[src/verilog/temp_remap_pkg.sv]
// Package with register map, field layout and carriers for the temperature remap block.
package temp_remap_pkg;
  localparam logic [7:0] OFS_R1_VALUE   = 8'h25;
  localparam logic [7:0] OFS_LOCAL      = 8'h26;
  localparam logic [7:0] OFS_C0_VALUE   = 8'h33;
  localparam logic [7:0] OFS_C0_LOW     = 8'h34;
  localparam logic [7:0] OFS_C0_HIGH    = 8'h35;
  localparam logic [7:0] OFS_CPU_CFG    = 8'h36;
  localparam logic [7:0] OFS_C0_START   = 8'h3B;
  localparam logic [7:0] OFS_C0_SPAN    = 8'h3C;
  localparam logic [7:0] OFS_C0_OTC     = 8'h3D;
  localparam logic [7:0] OFS_R1_LOW     = 8'h4E;
  localparam logic [7:0] OFS_R1_HIGH    = 8'h4F;
  localparam logic [7:0] OFS_PWM1       = 8'h5C;
  localparam logic [7:0] OFS_PWM2       = 8'h5D;
  localparam logic [7:0] OFS_PWM3       = 8'h5E;
  localparam logic [7:0] OFS_R1_SPAN    = 8'h5F;
  localparam logic [7:0] OFS_R1_ACOU    = 8'h62;
  localparam logic [7:0] OFS_R1_START   = 8'h67;
  localparam logic [7:0] OFS_R1_OTC     = 8'h6A;
  localparam logic [7:0] OFS_HYST_A     = 8'h6D;
  localparam logic [7:0] OFS_HYST_B     = 8'h6E;
  localparam logic [7:0] OFS_R1_OFFSET  = 8'h70;
  localparam logic [7:0] OFS_EXT_FRAC   = 8'h77;
  localparam logic [7:0] OFS_FMT_CFG    = 8'h7D;
  localparam logic [7:0] OFS_C0_DYN     = 8'h8A;
  localparam logic [7:0] OFS_R1_DYN     = 8'h8B;
  localparam logic [7:0] OFS_C0_OFFSET  = 8'h94;
  localparam int         SUBST_BIT      = 4;
  localparam int         FMT_BIT        = 0;
  localparam int         BEHAV_LSB      = 5;
  localparam logic [2:0] BEHAV_DEFAULT  = 3'h0;
  localparam logic [9:0] FAULT_TWOS     = 10'h200;
  localparam logic [9:0] FAULT_OFS64    = 10'h000;
  localparam logic [7:0] OFS64_BIAS     = 8'h40;
  localparam int         AVG_COUNT      = 16;
  localparam logic [7:0] RESET_BYTE     = 8'h00;
  // Bias sequence of one remote measurement.
  typedef enum logic [3:0] {
    BIAS_IDLE = 4'h1,
    BIAS_N1   = 4'h2,
    BIAS_N2   = 4'h4,
    BIAS_DONE = 4'h8
  } bias_e;
  // One raw conversion from the converter.
  typedef struct packed {
    logic       local_ok;
    logic [9:0] local_code;
    logic       diff_ok;
    logic [9:0] diff_one;
    logic [9:0] diff_two;
    logic       cpu_ok;
    logic [7:0] cpu_code;
  } sample_s;
  // Register bus request.
  typedef struct packed {
    logic       wr;
    logic       rd;
    logic [7:0] addr;
    logic [7:0] wdata;
  } bus_req_s;
endpackage : temp_remap_pkg

[src/verilog/temp_remap.sv]
// Temperature result storage, coding and substitution remap with register port.
`timescale 1ns/1ps
module temp_remap #(
  parameter int AVG_N = temp_remap_pkg::AVG_COUNT
) (
  // Clock and reset.
  input  wire logic                     clock,
  input  wire logic                     arst_n,
  // Register port.
  input  wire temp_remap_pkg::bus_req_s bus_req,
  output logic [7:0]                    rdata,
  // Converter results and bias control.
  input  wire logic                     sample_valid,
  input  wire temp_remap_pkg::sample_s  sample,
  output logic [1:0]                    bias_sel,
  // Zone, hysteresis and local fault outputs to the fan logic.
  output logic [2:0]                    pwm_cpu_zone,
  output logic [3:0]                    hyst_remote_two,
  output logic [3:0]                    hyst_local,
  output logic                          fault_local
);
  // Complete block state.
  typedef struct packed {
    logic [7:0]  rdata;
    logic [7:0]  cfg;
    logic [7:0]  fmt;
    logic [7:0]  r1_low, r1_high, r1_start, r1_otc, r1_span, r1_acou, r1_off, r1_dyn;
    logic [7:0]  c0_low, c0_high, c0_start, c0_span, c0_otc, c0_off, c0_dyn;
    logic [7:0]  hyst_a, hyst_b;
    logic [7:0]  pwm1, pwm2, pwm3;
    logic [9:0]  local_t, remote_t;
    logic [7:0]  cpu_t;
    logic [13:0] acc;
    logic [4:0]  avg_cnt;
    logic        frozen;
    logic [2:0]  unread;
    temp_remap_pkg::bias_e bias;
    logic [1:0]  bias_sel;
    logic [2:0]  zone;
    logic [3:0]  hyst_r2, hyst_loc;
    logic        fault;
  } state_s;

  state_s st_reg, st_next;
  logic       subst;
  logic [7:0] loc_fmt, rem_fmt;
  logic [9:0] delta_sum;
  // The average divides by shifting, so AVG_N must be a power of two.
  localparam int AVG_SHIFT = $clog2(AVG_N);

  assign subst = st_reg.cfg[temp_remap_pkg::SUBST_BIT];

  // Apply the selected coding to a ten-bit twos complement reading.
  function automatic logic [7:0] code_byte(input logic [9:0] t, input logic ofs64);
    logic [7:0] hi;
    hi = t[9:2];
    if (ofs64)
      code_byte = (t == temp_remap_pkg::FAULT_TWOS) ? temp_remap_pkg::FAULT_OFS64[9:2]
                                                   : hi + temp_remap_pkg::OFS64_BIAS;
    else
      code_byte = hi;
  endfunction : code_byte

  assign loc_fmt = code_byte(st_reg.local_t, st_reg.fmt[temp_remap_pkg::FMT_BIT]);
  assign rem_fmt = code_byte(st_reg.remote_t, st_reg.fmt[temp_remap_pkg::FMT_BIT]);
  assign delta_sum = 10'((11'(sample.diff_one) + 11'(sample.diff_two)) >> 1);

  // Next-state logic: bus, capture, averaging and bias sequence.
  always_comb begin
    logic [7:0] a;
    logic [7:0] d;
    logic       sw;
    a  = bus_req.addr;
    d  = bus_req.wdata;
    sw = subst;
    st_next = st_reg;
    st_next.rdata = 8'h00;
    if (bus_req.rd) begin
      case (a)
        temp_remap_pkg::OFS_R1_VALUE:  st_next.rdata = sw ? st_reg.cpu_t : rem_fmt;
        temp_remap_pkg::OFS_C0_VALUE:  st_next.rdata = sw ? rem_fmt : st_reg.cpu_t;
        temp_remap_pkg::OFS_LOCAL:     st_next.rdata = loc_fmt;
        temp_remap_pkg::OFS_EXT_FRAC:
          st_next.rdata = {2'h0, st_reg.remote_t[1:0], st_reg.local_t[1:0], 2'h0};
        temp_remap_pkg::OFS_CPU_CFG:   st_next.rdata = st_reg.cfg;
        temp_remap_pkg::OFS_FMT_CFG:   st_next.rdata = st_reg.fmt;
        temp_remap_pkg::OFS_R1_LOW:    st_next.rdata = sw ? st_reg.c0_low : st_reg.r1_low;
        temp_remap_pkg::OFS_C0_LOW:    st_next.rdata = sw ? st_reg.r1_low : st_reg.c0_low;
        temp_remap_pkg::OFS_R1_HIGH:   st_next.rdata = sw ? st_reg.c0_high : st_reg.r1_high;
        temp_remap_pkg::OFS_C0_HIGH:   st_next.rdata = sw ? st_reg.r1_high : st_reg.c0_high;
        temp_remap_pkg::OFS_R1_START:  st_next.rdata = sw ? st_reg.c0_start : st_reg.r1_start;
        temp_remap_pkg::OFS_C0_START:  st_next.rdata = sw ? st_reg.r1_start : st_reg.c0_start;
        temp_remap_pkg::OFS_R1_OTC:    st_next.rdata = sw ? st_reg.c0_otc : st_reg.r1_otc;
        temp_remap_pkg::OFS_C0_OTC:    st_next.rdata = sw ? st_reg.r1_otc : st_reg.c0_otc;
        temp_remap_pkg::OFS_R1_OFFSET: st_next.rdata = sw ? st_reg.c0_off : st_reg.r1_off;
        temp_remap_pkg::OFS_C0_OFFSET: st_next.rdata = sw ? st_reg.r1_off : st_reg.c0_off;
        temp_remap_pkg::OFS_R1_DYN:    st_next.rdata = sw ? st_reg.c0_dyn : st_reg.r1_dyn;
        temp_remap_pkg::OFS_C0_DYN:    st_next.rdata = sw ? st_reg.r1_dyn : st_reg.c0_dyn;
        temp_remap_pkg::OFS_R1_SPAN:
          st_next.rdata = {sw ? st_reg.c0_span[7:4] : st_reg.r1_span[7:4], st_reg.r1_span[3:0]};
        temp_remap_pkg::OFS_R1_ACOU:
          st_next.rdata = {st_reg.r1_acou[7:4], sw ? st_reg.c0_span[3:0] : st_reg.r1_acou[3:0]};
        temp_remap_pkg::OFS_C0_SPAN:
          st_next.rdata = sw ? {st_reg.r1_span[7:4], st_reg.r1_acou[3:0]}
                             : st_reg.c0_span;
        temp_remap_pkg::OFS_HYST_A:
          st_next.rdata = sw ? {st_reg.hyst_b[3:0], st_reg.hyst_b[7:4]} : st_reg.hyst_a;
        temp_remap_pkg::OFS_HYST_B:
          st_next.rdata = sw ? {st_reg.hyst_a[3:0], st_reg.hyst_a[7:4]} : st_reg.hyst_b;
        temp_remap_pkg::OFS_PWM1:      st_next.rdata = st_reg.pwm1;
        temp_remap_pkg::OFS_PWM2:      st_next.rdata = st_reg.pwm2;
        temp_remap_pkg::OFS_PWM3:      st_next.rdata = st_reg.pwm3;
        default:                       st_next.rdata = 8'h00;
      endcase
      if (a == temp_remap_pkg::OFS_EXT_FRAC) begin
        st_next.frozen = 1'b1;
        st_next.unread = 3'h7;
      end else if (st_reg.frozen) begin
        if (a == temp_remap_pkg::OFS_LOCAL) st_next.unread[0] = 1'b0;
        if (a == temp_remap_pkg::OFS_R1_VALUE) st_next.unread[1] = 1'b0;
        if (a == temp_remap_pkg::OFS_C0_VALUE) st_next.unread[2] = 1'b0;
        if ((st_next.unread & 3'h7) == 3'h0) st_next.frozen = 1'b0;
      end
    end
    if (bus_req.wr) begin
      case (a)
        temp_remap_pkg::OFS_CPU_CFG:   st_next.cfg = d;
        temp_remap_pkg::OFS_FMT_CFG:   st_next.fmt = d;
        temp_remap_pkg::OFS_R1_LOW:    if (sw) st_next.c0_low = d; else st_next.r1_low = d;
        temp_remap_pkg::OFS_C0_LOW:    if (sw) st_next.r1_low = d; else st_next.c0_low = d;
        temp_remap_pkg::OFS_R1_HIGH:   if (sw) st_next.c0_high = d; else st_next.r1_high = d;
        temp_remap_pkg::OFS_C0_HIGH:   if (sw) st_next.r1_high = d; else st_next.c0_high = d;
        temp_remap_pkg::OFS_R1_START:  if (sw) st_next.c0_start = d; else st_next.r1_start = d;
        temp_remap_pkg::OFS_C0_START:  if (sw) st_next.r1_start = d; else st_next.c0_start = d;
        temp_remap_pkg::OFS_R1_OTC:    if (sw) st_next.c0_otc = d; else st_next.r1_otc = d;
        temp_remap_pkg::OFS_C0_OTC:    if (sw) st_next.r1_otc = d; else st_next.c0_otc = d;
        temp_remap_pkg::OFS_R1_OFFSET: if (sw) st_next.c0_off = d; else st_next.r1_off = d;
        temp_remap_pkg::OFS_C0_OFFSET: if (sw) st_next.r1_off = d; else st_next.c0_off = d;
        temp_remap_pkg::OFS_R1_DYN:    if (sw) st_next.c0_dyn = d; else st_next.r1_dyn = d;
        temp_remap_pkg::OFS_C0_DYN:    if (sw) st_next.r1_dyn = d; else st_next.c0_dyn = d;
        temp_remap_pkg::OFS_R1_SPAN: begin
          st_next.r1_span[3:0] = d[3:0];
          if (sw) st_next.c0_span[7:4] = d[7:4]; else st_next.r1_span[7:4] = d[7:4];
        end
        temp_remap_pkg::OFS_R1_ACOU: begin
          st_next.r1_acou[7:4] = d[7:4];
          if (sw) st_next.c0_span[3:0] = d[3:0]; else st_next.r1_acou[3:0] = d[3:0];
        end
        temp_remap_pkg::OFS_C0_SPAN: begin
          if (sw) begin
            st_next.r1_span[7:4] = d[7:4];
            st_next.r1_acou[3:0] = d[3:0];
          end else begin
            st_next.c0_span = d;
          end
        end
        temp_remap_pkg::OFS_HYST_A:
          if (sw) st_next.hyst_b = {d[3:0], d[7:4]}; else st_next.hyst_a = d;
        temp_remap_pkg::OFS_HYST_B:
          if (sw) st_next.hyst_a = {d[3:0], d[7:4]}; else st_next.hyst_b = d;
        temp_remap_pkg::OFS_PWM1:      st_next.pwm1 = d;
        temp_remap_pkg::OFS_PWM2:      st_next.pwm2 = d;
        temp_remap_pkg::OFS_PWM3:      st_next.pwm3 = d;
        default: ;
      endcase
    end
    // bias sequence; each conversion steps the bias once more.
    case (st_reg.bias)
      temp_remap_pkg::BIAS_IDLE: begin
        st_next.bias = temp_remap_pkg::BIAS_N1;
        st_next.bias_sel = 2'h1;
      end
      temp_remap_pkg::BIAS_N1:
        if (sample_valid) begin
          st_next.bias = temp_remap_pkg::BIAS_N2;
          st_next.bias_sel = 2'h2;
        end
      temp_remap_pkg::BIAS_N2:
        if (sample_valid) begin
          st_next.bias = temp_remap_pkg::BIAS_DONE;
          st_next.bias_sel = 2'h0;
        end
      temp_remap_pkg::BIAS_DONE: st_next.bias = temp_remap_pkg::BIAS_IDLE;
      default: st_next.bias = temp_remap_pkg::BIAS_IDLE;
    endcase
    // average sixteen remote cycles; stored twos complement
    if (sample_valid && sample.diff_ok && st_reg.bias == temp_remap_pkg::BIAS_N2) begin
      if (st_reg.avg_cnt == 5'(AVG_N - 1)) begin
        if (!st_next.frozen)
          st_next.remote_t = 10'((st_reg.acc + 14'(delta_sum)) >> AVG_SHIFT);
        st_next.acc = 14'h0;
        st_next.avg_cnt = 5'h0;
      end else begin
        st_next.acc = st_reg.acc + 14'(delta_sum);
        st_next.avg_cnt = st_reg.avg_cnt + 5'h1;
      end
    end
    // capture held while frozen; local and CPU capture
    if (sample_valid && !st_next.frozen) begin
      if (sample.local_ok) st_next.local_t = sample.local_code;
      if (sample.cpu_ok) st_next.cpu_t = sample.cpu_code;
    end
    // behaviour-default outputs follow the CPU zone only while substitution is on
    st_next.zone = {st_reg.pwm3[7:5] == temp_remap_pkg::BEHAV_DEFAULT,
                    st_reg.pwm2[7:5] == temp_remap_pkg::BEHAV_DEFAULT,
                    st_reg.pwm1[7:5] == temp_remap_pkg::BEHAV_DEFAULT} & {3{sw}};
    st_next.fault = (st_reg.local_t == temp_remap_pkg::FAULT_TWOS);
    // hysteresis exchange, registered so the outputs come from flops.
    st_next.hyst_r2  = sw ? st_reg.hyst_b[3:0] : st_reg.hyst_b[7:4];
    st_next.hyst_loc = sw ? st_reg.hyst_b[7:4] : st_reg.hyst_b[3:0];
  end

  // State register.
  always_ff @(posedge clock or negedge arst_n) begin
    if (!arst_n) begin
      st_reg <= '0;
      st_reg.bias <= temp_remap_pkg::BIAS_IDLE;
    end else begin
      st_reg <= st_next;
    end
  end

  // Outputs straight from state flops.
  assign rdata           = st_reg.rdata;
  assign bias_sel        = st_reg.bias_sel;
  assign pwm_cpu_zone    = st_reg.zone;
  assign hyst_remote_two = st_reg.hyst_r2;
  assign hyst_local      = st_reg.hyst_loc;
  assign fault_local     = st_reg.fault;

  // Checks on what the block drives; bus inputs trigger the register port checks, and in a_cfg_subst and a_subst_low also give the expected value.

  a_cfg_subst: assert property (@(posedge clock) disable iff (!arst_n)
    bus_req.wr && bus_req.addr == temp_remap_pkg::OFS_CPU_CFG
      |=> subst == $past(bus_req.wdata[temp_remap_pkg::SUBST_BIT]))
    else $error("substitution flag wrong");

  a_subst_value: assert property (@(posedge clock) disable iff (!arst_n)
    bus_req.rd && bus_req.addr == temp_remap_pkg::OFS_R1_VALUE && subst
      |=> rdata == $past(st_reg.cpu_t))
    else $error("remote one value not swapped");

  a_c0_value_abs: assert property (@(posedge clock) disable iff (!arst_n)
    bus_req.rd && bus_req.addr == temp_remap_pkg::OFS_C0_VALUE && subst
      && !st_reg.fmt[temp_remap_pkg::FMT_BIT]
      |=> rdata == $past(st_reg.remote_t[9:2]))
    else $error("CPU zero value not swapped");

  a_local_read: assert property (@(posedge clock) disable iff (!arst_n)
    bus_req.rd && bus_req.addr == temp_remap_pkg::OFS_LOCAL
      && !st_reg.fmt[temp_remap_pkg::FMT_BIT]
      |=> rdata == $past(st_reg.local_t[9:2]))
    else $error("local value wrong");

  a_subst_low: assert property (@(posedge clock) disable iff (!arst_n)
    bus_req.wr && bus_req.addr == temp_remap_pkg::OFS_R1_LOW && subst
      |=> st_reg.c0_low == $past(bus_req.wdata))
    else $error("low limit write not swapped");

  a_read_idle: assert property (@(posedge clock) disable iff (!arst_n)
    !bus_req.rd |=> rdata == 8'h00)
    else $error("read data without read");

  a_span_swap: assert property (@(posedge clock) disable iff (!arst_n)
    bus_req.rd && bus_req.addr == temp_remap_pkg::OFS_C0_SPAN && subst
      |=> rdata == {$past(st_reg.r1_span[7:4]), $past(st_reg.r1_acou[3:0])})
    else $error("span register not swapped");

  a_hyst_read: assert property (@(posedge clock) disable iff (!arst_n)
    bus_req.rd && bus_req.addr == temp_remap_pkg::OFS_HYST_A && subst
      |=> rdata == {$past(st_reg.hyst_b[3:0]), $past(st_reg.hyst_b[7:4])})
    else $error("hysteresis nibbles not swapped");

  a_hyst_swap: assert property (@(posedge clock) disable iff (!arst_n)
    subst |=> hyst_remote_two == $past(st_reg.hyst_b[3:0])
      && hyst_local == $past(st_reg.hyst_b[7:4]))
    else $error("hysteresis outputs not swapped");

  a_zone_move: assert property (@(posedge clock) disable iff (!arst_n)
    !subst |=> pwm_cpu_zone == 3'h0)
    else $error("zone moved outside substitution");

  a_zone_pwm1: assert property (@(posedge clock) disable iff (!arst_n)
    subst |=> pwm_cpu_zone[0]
      == ($past(st_reg.pwm1[7:5]) == temp_remap_pkg::BEHAV_DEFAULT))
    else $error("PWM one zone wrong");

  a_fault_flag: assert property (@(posedge clock) disable iff (!arst_n)
    st_reg.local_t == temp_remap_pkg::FAULT_TWOS |=> fault_local)
    else $error("local fault not flagged");

  a_ofs64_local: assert property (@(posedge clock) disable iff (!arst_n)
    bus_req.rd && bus_req.addr == temp_remap_pkg::OFS_LOCAL
      && st_reg.fmt[temp_remap_pkg::FMT_BIT]
      && st_reg.local_t != temp_remap_pkg::FAULT_TWOS
      |=> rdata == 8'($past(st_reg.local_t[9:2]) + temp_remap_pkg::OFS64_BIAS))
    else $error("offset coding wrong");

  a_ofs64_fault: assert property (@(posedge clock) disable iff (!arst_n)
    bus_req.rd && bus_req.addr == temp_remap_pkg::OFS_LOCAL
      && st_reg.fmt[temp_remap_pkg::FMT_BIT]
      && st_reg.local_t == temp_remap_pkg::FAULT_TWOS |=> rdata == 8'h00)
    else $error("offset fault code wrong");

  a_frac_layout: assert property (@(posedge clock) disable iff (!arst_n)
    bus_req.rd && bus_req.addr == temp_remap_pkg::OFS_EXT_FRAC
      |=> rdata == {2'h0, $past(st_reg.remote_t[1:0]), $past(st_reg.local_t[1:0]), 2'h0})
    else $error("fraction layout wrong");

  a_avg_range: assert property (@(posedge clock) disable iff (!arst_n)
    st_reg.avg_cnt < 5'(AVG_N))
    else $error("average counter overran");

  a_bias_order: assert property (@(posedge clock) disable iff (!arst_n)
    st_reg.bias == temp_remap_pkg::BIAS_N1 && sample_valid |=> bias_sel == 2'h2)
    else $error("bias order wrong");

  a_bias_done: assert property (@(posedge clock) disable iff (!arst_n)
    st_reg.bias == temp_remap_pkg::BIAS_N2 && sample_valid |=> bias_sel == 2'h0)
    else $error("bias not back to base");

  a_freeze_arm: assert property (@(posedge clock) disable iff (!arst_n)
    bus_req.rd && bus_req.addr == temp_remap_pkg::OFS_EXT_FRAC |=> st_reg.frozen)
    else $error("fraction read did not freeze");

  a_freeze_hold: assert property (@(posedge clock) disable iff (!arst_n)
    st_reg.frozen && st_next.frozen |=> $stable(st_reg.local_t)
      && $stable(st_reg.remote_t) && $stable(st_reg.cpu_t))
    else $error("reading changed while frozen");

  // Main scenarios reached.
  c_subst_read: cover property (@(posedge clock) subst && bus_req.rd);
  c_freeze:     cover property (@(posedge clock) st_reg.frozen);
  c_avg_done:   cover property (@(posedge clock) st_reg.avg_cnt == 5'(AVG_N - 1));
  c_fault:      cover property (@(posedge clock) fault_local);
  c_zone_move:  cover property (@(posedge clock) pwm_cpu_zone != 3'h0);
endmodule : temp_remap

[config.mk]
export PLATFORM = sky130hd
export DESIGN_NAME = temp_remap
export DESIGN_NICKNAME = d
export VERILOG_FILES = /design/src/verilog/temp_remap_pkg.sv /design/src/verilog/temp_remap.sv
export SDC_FILE = /design/constraint.sdc
export NUM_CORES = 1
export LEC_CHECK = 0
export BUFFER_PORTS_ARGS = -buffer_cell sky130_fd_sc_hd__clkbuf_2
export CAP_MARGIN = 20
export CORE_MARGIN = 5
export CORE_UTILIZATION = 39
export CTS_CLUSTER_SIZE = 8
export DETAILED_ROUTE_END_ITERATION = 10
export HOLD_SLACK_MARGIN = 0.02
export PLACE_DENSITY = 0.57
export SETUP_SLACK_MARGIN = 0.02
export SLEW_MARGIN = 20
export SYNTH_ARGS = -nofsm -noshare
export SYNTH_HDL_FRONTEND = slang
export SYNTH_SLANG_ARGS = --single-unit
[constraint.sdc]
create_clock -name clock -period 6.7 [get_ports clock]
set_input_delay 0.67 -clock clock [delete_from_list [all_inputs] [get_ports clock]]
set_output_delay 0.67 -clock clock [all_outputs]
set_load 0.1 [all_outputs]
==> results of run 1 <==
[layout by cell type (no fill, tap or decap), types with 19 or more instances in the layout]
| cell | count |
|---|---|
| a21oi_1 | 29 |
| a221oi_1 | 19 |
| a22o_1 | 22 |
| a22oi_1 | 35 |
| and3_1 | 23 |
| clkbuf_16 | 39 |
| clkbuf_2 | 82 |
| dfrtp_1 | 251 |
| ha_1 | 21 |
| mux2_2 | 210 |
| mux2i_1 | 22 |
| nand2_1 | 105 |
| nand3_1 | 34 |
| nor2_1 | 30 |
| o21ai_0 | 45 |
| xnor2_1 | 20 |
[area by class of cell]
class / count / area [um^2] / area share (%)
multi-input cells: 869 / 6870 / 44.5
flip-flops and latches: 253 / 6330 / 41.0
clock buffers: 47 / 1020 / 6.58
repair buffers: 102 / 581 / 3.76
well taps: 455 / 569 / 3.69
inverters: 18 / 67.6 / 0.437
clock inverters: 1 / 8.76 / 0.0567
diodes: 1 / 2.50 / 0.0162
[layer usage]
metal | share of wire (%) | global-route usage [%]
met1 | 41 | 34.4
met5 | 0 | 0
met2 | 42 | 36.6
met3 | 11 | 6.21
met4 | 6.2 | 12.5
[where the power goes]
group	internal (mW)	switching, mW
logic	0.252	0.395
clock network	1.04	0.651
registers	1.65	0.134
total	2.95	1.18
[per-stage QoR]
step	util, %	worst slack, ps	cell area, um^2	std cells
finish	44.5	3210	15400	1746
global route	44.5	2950	15400	1745
CTS	44.5	3240	15400	1745
detailed placement	41.5	2710	14400	1697
global placement	41.5	2750	14400	1697
floorplan	-	3120	13800	1244
[kinds of logic after synthesis]
kind of cell	after synthesis	share of synthesized area [%]
XOR/XNOR	26	1.65
multiplexers	232	18.8
buffers and inverters	122	4.26
AO/OA/AOI/OAI	277	15.0
adder cells (fa/ha/maj)	23	2.20
AND/OR/NAND/NOR	311	12.1
flip-flops	253	46.0
[final timing paths]
kind | end | slack [ps]
min | st_reg[27] | 190
max reg2reg | st_reg[180] | 3320
max | rdata[4] | 3210
max in group asynchronous | st_reg[241] | 5120
min reg2reg | st_reg[27] | 480
min in group clock | st_reg[64] | 390
[critical path, stage by stage]
cell and delay [ps]:
clkbuf_2 370, nor2b_1 400, and3_1 520, a222oi_1 750, o21ai_1 270, or4_1 630
o31a_1 260
==> flow_summary.ini, run 1 <==
[clock_tree]
cts-hold-fix-buffers = 0
cts_tree = yes
htreeDepth = 2
clock-sinks = 253
clock_latency_ps = 520
cts_setup_buffers = 0
cts_resized = 0
numCtsBuffers = 37
cts-root-buf = clkbuf_16
clkTransAtPathRegs_ps = 50
clockBufferDepth = 3

[global_route]
globalRouteTotalUtil_pct = 25.0
grt_max_degree = 150
antenna_found_initial = 2
overflow = 0
grt_pass1_vias = 11100
grt_pass1_wl_um = 73400

[synth]
avgSynthCellArea_um2 = 11.1
synth.top_cell.area_share_pct = 45.8
seq_area_frac_synth_pct = 46.0
async_flop_share_pct = 100
synth-edff-count = 0
synthMostInstantiatedCell = dfrtp_1
synth_fp_nets = 1329
synthTopCellsByArea = dfrtp_1, mux2_2, nand2_1, a22oi_1, ha_1
yosys.cell_types.count = 74
netlist_area_um2 = 13800
yosysTopAreaCell = dfrtp_1
ys_ff_latch = 253
synth_warnings = 0
synth_ff_type = dfrtp_1
synth_common_cells = dfrtp_1, mux2_2, nand2_1
synth_cells = 1244

[drt]
first_iter_violations = 1724
wl_um = 49400
detail_route.wl_per_cell_um = 28.3
viasPerCell = 6.44
route.antenna.remaining_nets = 0
drc = 0
num_vias = 11300
dr.pass1.iters = 7

[final_layout]
drive_gt1_share_pct = 28.4
largest_reg_flops = 231
area_delta_synth_final_pct = 12.1
layout.nets = 1366
n_fill_cell = 3271

[sta]
finalClockSkew_ps = 16.7
final_max_slew_viol_count = 0
final-setup-viol-count = 0
holdWs_ps = 187
final_hold_viol_count = 0
worst_slew_pin_slew_ps = 1190
slew_headroom_pct = 20.3
period_share_pct = 52.2
min_period_ps = 3490
tns_ps = 0
max_clock_freq_mhz = 286
grt_setup_unrepaired = no

[worst_setup_path]
cp-startpoint = bus_req[9]
cp_max_fo = 29
cp.required_ps = 7100
r2r_cells = 6
cp-end-kind = flip-flop
crit_arrival_ps = 3900
start_kind = primary input
reg2reg_from = st_reg[241]
critPathKind = in2reg

[power_and_ir_drop]
finalPower_mw = 4.13
power_density_nw_per_um2 = 267
leakagePower_nw = 7.13
ir_worst_vdd_uv = 212

[place]
place_congestion = 1.12
port_buffers = 83
hpwl_um = 35300

[floorplanning]
die_w_um = 198
die_area_um2 = 39200
io_pins = 84
num_rows = 68
core_area_um2 = 34700
die_height_um = 198
initial_utilization_pct = 39.7

[hold_path]
hold_path.class = in2async

[job]
maxCapViolCount = 0

[outcome]
outcome = finished clean
No activity file was read; power rests on OpenSTA's default activity.
==> inputs of run 2 (changes only) <==
Settings changed: PLACE_DENSITY 0.57 to 0.59.
Clock period 6.7 ns to 3.1 ns, I/O delays scaled along.
==> run 2 against run 1 <==
Net effect: first-iteration DRC count down 23%; critical path depth up 8; die area unchanged; largest cell class unchanged; largest power group unchanged.
==> flow_summary.ini, run 2 (synthesis gave the netlist of run 1 again) <==
[outcome]
outcome = finished clean

[sta]
slew_headroom_pct = 47.0
min_period_ps = 2810
final_max_slew_viol_count = 0
worst_slew_pin_slew_ps = 790
finalClockSkew_ps = 16.5
period_share_pct = 90.7
max_clock_freq_mhz = 356
grt_setup_unrepaired = no
tns_ps = 0
final-setup-viol-count = 0
final_hold_viol_count = 0

[place]
port_buffers = 83
dp.cells = 1805
hpwl_um = 38200
place_congestion = 1.01

[drt]
viasPerCell = 6.24
first_iter_violations = 1323
num_vias = 11600
route.antenna.remaining_nets = 0
drc = 0
wl_um = 51400
detail_route.wl_per_cell_um = 27.6
dr.pass1.iters = 6

[floorplanning]
initial_utilization_pct = 39.7
die_area_um2 = 39200
num_rows = 68
core_area_um2 = 34700
io_pins = 84
die_w_um = 198
die_height_um = 198

[hold_path]
hold_path.class = in2reg

[global_route]
overflow = 0
grt_max_degree = 80
globalRouteTotalUtil_pct = 25.9
grt_pass1_wl_um = 76500
antenna_found_initial = 7
grt_pass1_vias = 11400

[final_layout]
largest_reg_flops = 231
layout_commonest_cell = dfrtp_1
area_delta_synth_final_pct = 19.3
mostFrequentLayoutCells = dfrtp_1, mux2_2, buf_4
drive_gt1_share_pct = 34.3
layout.nets = 1480
fin_cells = 1861

[power_and_ir_drop]
finalPower_mw = 9.10
ir_worst_vdd_uv = 345
leakagePower_nw = 7.71
power_density_nw_per_um2 = 554

[clock_tree]
htreeDepth = 2
cts_tree = yes
cts-root-buf = clkbuf_16
numCtsBuffers = 37
clock-sinks = 253
cts_setup_buffers = 0
clockBufferDepth = 3
clock_latency_ps = 520
clkTransAtPathRegs_ps = 50

[worst_setup_path]
crit_arrival_ps = 3210
crit_top_cell = a21oi_2
slowest_stage = fa_1
cp.required_ps = 3500
cp-end-kind = flip-flop
start_kind = primary input
cpPeakStageDelay_ps = 390
crit_buf_inv = 1
worstPathCellList = clkbuf_2, and2_1, fa_1, a21o_1, a21oi_2, o21bai_1, a21oi_2, o21a_1, o21ai_1, ha_1, nand2_2, nor4bb_4, o311ai_4, xnor2_1, mux2_2
cp_top_family = compound AO/OA/AOI/OAI gates
cp_max_fo = 5
critPathKind = in2reg

[job]
maxCapViolCount = 0
-- run 2: changes by cell type in the layout (fill, tap and decap cells not counted), sizes merged --
cell,change
buf,+108
inv,+1
diode,+1
dlygate4sd3,+6
clkbuf,-1
-- run 2: area by class of cell --
type | instances | area [um^2]
Clock inverter | 2 | 17.5
Inverter | 18 | 67.6
Clock buffer | 46 | 970
Tap cell | 455 | 569
Fill cell | 3254 | 18300
Antenna cell | 2 | 5.00
Timing Repair Buffer | 216 | 1550
Multi-Input combinational cell | 869 | 6920
Sequential cell | 253 | 6330
-- run 2: metrics by stage --
stage	hold slack [ps]	setup WS (ps)	instance area [um^2]	utilization, %
final	35.2	289	16400	47.3
after global routing	35.3	45.4	16400	47.3
after CTS	22.4	133	16400	47.2
after detailed placement	360	-398	15300	44.2
after global placement	361	-344	15300	44.2
after floorplan	14.4	-11.9	13800	-
-- run 2: repair_timing --
| action | CTS | global route |
|---|---|---|
| endpoints found under the hold margin | 77 | 0 |
| gates resized for setup | 0 | 8 |
| setup endpoints to repair | 0 | 5 |
| hold buffers | 6 | 0 |
-- run 2: worst paths after layout --
kind | startpoint | endpoint | slack, ps | cells past startpoint
hold reg to reg | st_reg[82] | pwm_cpu_zone[1] | 480 | 1
setup / recovery | sample[9] | st_reg[58] | 290 | 15
hold / removal | sample[0] | st_reg[41] | 40 | 2
min in group asynchronous | arst_n | st_reg[147] | 400 | 2
max in group asynchronous | arst_n | st_reg[156] | 1870 | 3
setup reg to reg | st_reg[241] | rdata[4] | 290 | 7
-- run 2: worst reg2reg max path, delay by kind of cell, from the launching register on --
| kind | cells | cell delay [ps] |
|---|---|---|
| AND/OR/NAND/NOR | 2 | 750 |
| flip-flops | 1 | 670 |
| multiplexers | 1 | 390 |
| AO/OA/AOI/OAI | 2 | 460 |
| buffers and inverters | 2 | 420 |
-- run 2: layer usage --
| metal | vias to the layer above | GRT usage [%] | wire [um] |
|---|---|---|---|
| met1 | 5848 | 36.0 | 21800 |
| met2 | 602 | 40.4 | 22800 |
| li1 | 5001 | - | - |
| met5 | - | 0 | 63 |
| met4 | 8 | 9.28 | 2330 |
| met3 | 153 | 5.44 | 4460 |
-- run 2: report_power, final --
group / internal (mW) / leakage [nW] / switching, mW
registers: 3.56 / 3.42 / 0.283
clock network: 2.16 / 0.482 / 1.46
logic: 0.710 / 3.81 / 0.915
==> inputs of run 3 (changes only) <==
Settings changed: PLACE_DENSITY 0.59 to 0.55.
==> run 3 against run 2 <==
Net effect: sequential share of layout area is 0.44 points lower; fmax shrank 1.2%; register-to-register slack better by 200 ps; first-iteration DRC count fell by 2.6%; utilization up 0.54 points; sequential power is essentially flat; global-route usage about the same; highest routed layer unchanged; sequential cell count is the same; critical path depth grew 1; clock power increased by 2%.
==> flow_summary.ini, run 3 (synthesis gave the netlist of run 1 again) <==
[outcome]
outcome = finished clean

[floorplanning]
die_height_um = 198
num_rows = 68
die_area_um2 = 39200
core_area_um2 = 34700
die_w_um = 198
initial_utilization_pct = 39.7
io_pins = 84

[power_and_ir_drop]
power.internal_mw = 6.54
switchingPower_mw = 2.65
finalPower_mw = 9.19
ir_worst_vdd_uv = 346
swShare_pct = 28.9
power_frac_clock_pct = 40.5
power_frac_comb_pct = 17.7
leakagePower_nw = 7.83
power_frac_seq_pct = 41.8
power_density_nw_per_um2 = 553

[final_layout]
layout.nets = 1501
fin_cells = 1884
area_delta_synth_final_pct = 20.7
layout_commonest_cell = dfrtp_1
mostFrequentLayoutCells = dfrtp_1, mux2_2, buf_4
drive_gt1_share_pct = 34.4
n_fill_cell = 3229
largest_reg_flops = 231

[global_route]
grt_use_met2_pct = 38.3
grt_pass1_vias = 11700
grt_busiest_layer = met2
grt_pass1_wl_um = 76600
grt_max_degree = 76
grtUsageMet3_pct = 5.68
antenna_found_initial = 4
grtUsageMet1_pct = 36.0
overflow = 0
globalRouteTotalUtil_pct = 26.0

[clock_tree]
cts_tree = yes
cts-root-buf = clkbuf_16
clock_latency_ps = 530
clockBufferDepth = 3
htreeDepth = 2
clkTransAtPathRegs_ps = 50
numCtsBuffers = 38
clock-sinks = 253

[job]
maxCapViolCount = 0

[drt]
detail_route.wl_per_cell_um = 27.1
first_iter_violations = 1288
dr.pass1.iters = 5
num_vias = 11600
drc = 0
route.antenna.remaining_nets = 0
wl_um = 51000
viasPerCell = 6.17

[place]
dp.cells = 1814
port_buffers = 83
place_congestion = 0.985
hpwl_um = 38300

[worst_setup_path]
critPathKind = in2reg
cp.required_ps = 3500
slowest_stage = fa_1
cpPeakStageDelay_ps = 380
start_kind = primary input
cp-end-kind = flip-flop
crit_top_cell = a21oi_2
worstPathCellList = clkbuf_2, and2_1, fa_1, a21o_1, a21oi_2, o21bai_1, a21oi_2, o21a_1, o21ai_0, ha_1, buf_4, inv_1, o22ai_1, o31ai_1, xnor2_1, mux2_2
r2r_cells = 7
cp_max_fo = 4
crit_arrival_ps = 3240

[sta]
min_period_ps = 2850
tns_ps = 0
final_hold_viol_count = 0
max_clock_freq_mhz = 351
final-setup-viol-count = 0
finalClockSkew_ps = 30.6
worst_slew_pin_slew_ps = 903
grt_setup_unrepaired = no
slew_headroom_pct = 39.8
final_max_slew_viol_count = 0
period_share_pct = 91.8

[hold_path]
hold_path.class = in2reg
holdPathStages = 2
run 3: worst max-delay path: cells and delay by family:
family | cells | cell delay [ps]
compound gates | 8 | 1360
xor+xnor | 1 | 100
fa+ha+maj | 2 | 740
buf+inv | 3 | 300
mux | 1 | 260
simple gates | 1 | 160
run 3: final timing paths:
kind,slack (ps),startpoint,endpoint
max,250,sample[9],st_reg[56]
min,40,sample[7],st_reg[48]
max reg2reg,490,st_reg[241],rdata[6]
min reg2reg,470,st_reg[90],pwm_cpu_zone[0]
max in group asynchronous,1930,arst_n,st_reg[243]
min in group asynchronous,350,arst_n,st_reg[28]
run 3: metrics by stage:
step                cell area [um^2]  util, %  hold slack (ps)  setup slack, ps
global placement               15400     44.4              337             -324
global route                   16600     47.9             33.4             28.9
floorplan                      13800        -             14.4            -11.9
finish                         16600     47.9             36.7              254
CTS                            16600     47.8             20.4              127
detailed placement             15400     44.4              336             -405
run 3: what timing repair did:
action | CTS | global route
endpoints found under the hold margin | 84 | 0
hold buffers | 15 | 0
resized for setup | 0 | 4
endpoints found under the setup margin | 0 | 5
buffers inserted | 0 | 2
run 3: metal layers:
layer | wire [um] | vias to the layer above | share of wire [%]
met4 | 3010 | 6 | 5.9
met3 | 4880 | 164 | 9.6
met2 | 21800 | 632 | 43
met1 | 21300 | 5773 | 42
li1 | - | 5056 | -
met5 | 41 | - | 0.080
run 3: final cells by class:
type,count,area [um^2],share of cell area (%)
repair buffers,236,1710,10.3
inverters,18,67.6,0.406
diodes,1,2.50,0.0151
clock inverters,3,21.3,0.128
multi-input cells,869,6910,41.5
well taps,455,569,3.42
flip-flops and latches,253,6330,38.1
clock buffers,49,1010,6.10
run 3: power by group through the flow:
stage,Combinational [mW],Clock (mW),Sequential [mW]
after floorplan,1.11,0,3.74
after global routing,1.80,3.93,3.87
after CTS,1.60,3.78,3.84
after detailed placement,1.58,0,3.88
after global placement,1.56,0,3.88
final,1.63,3.72,3.85
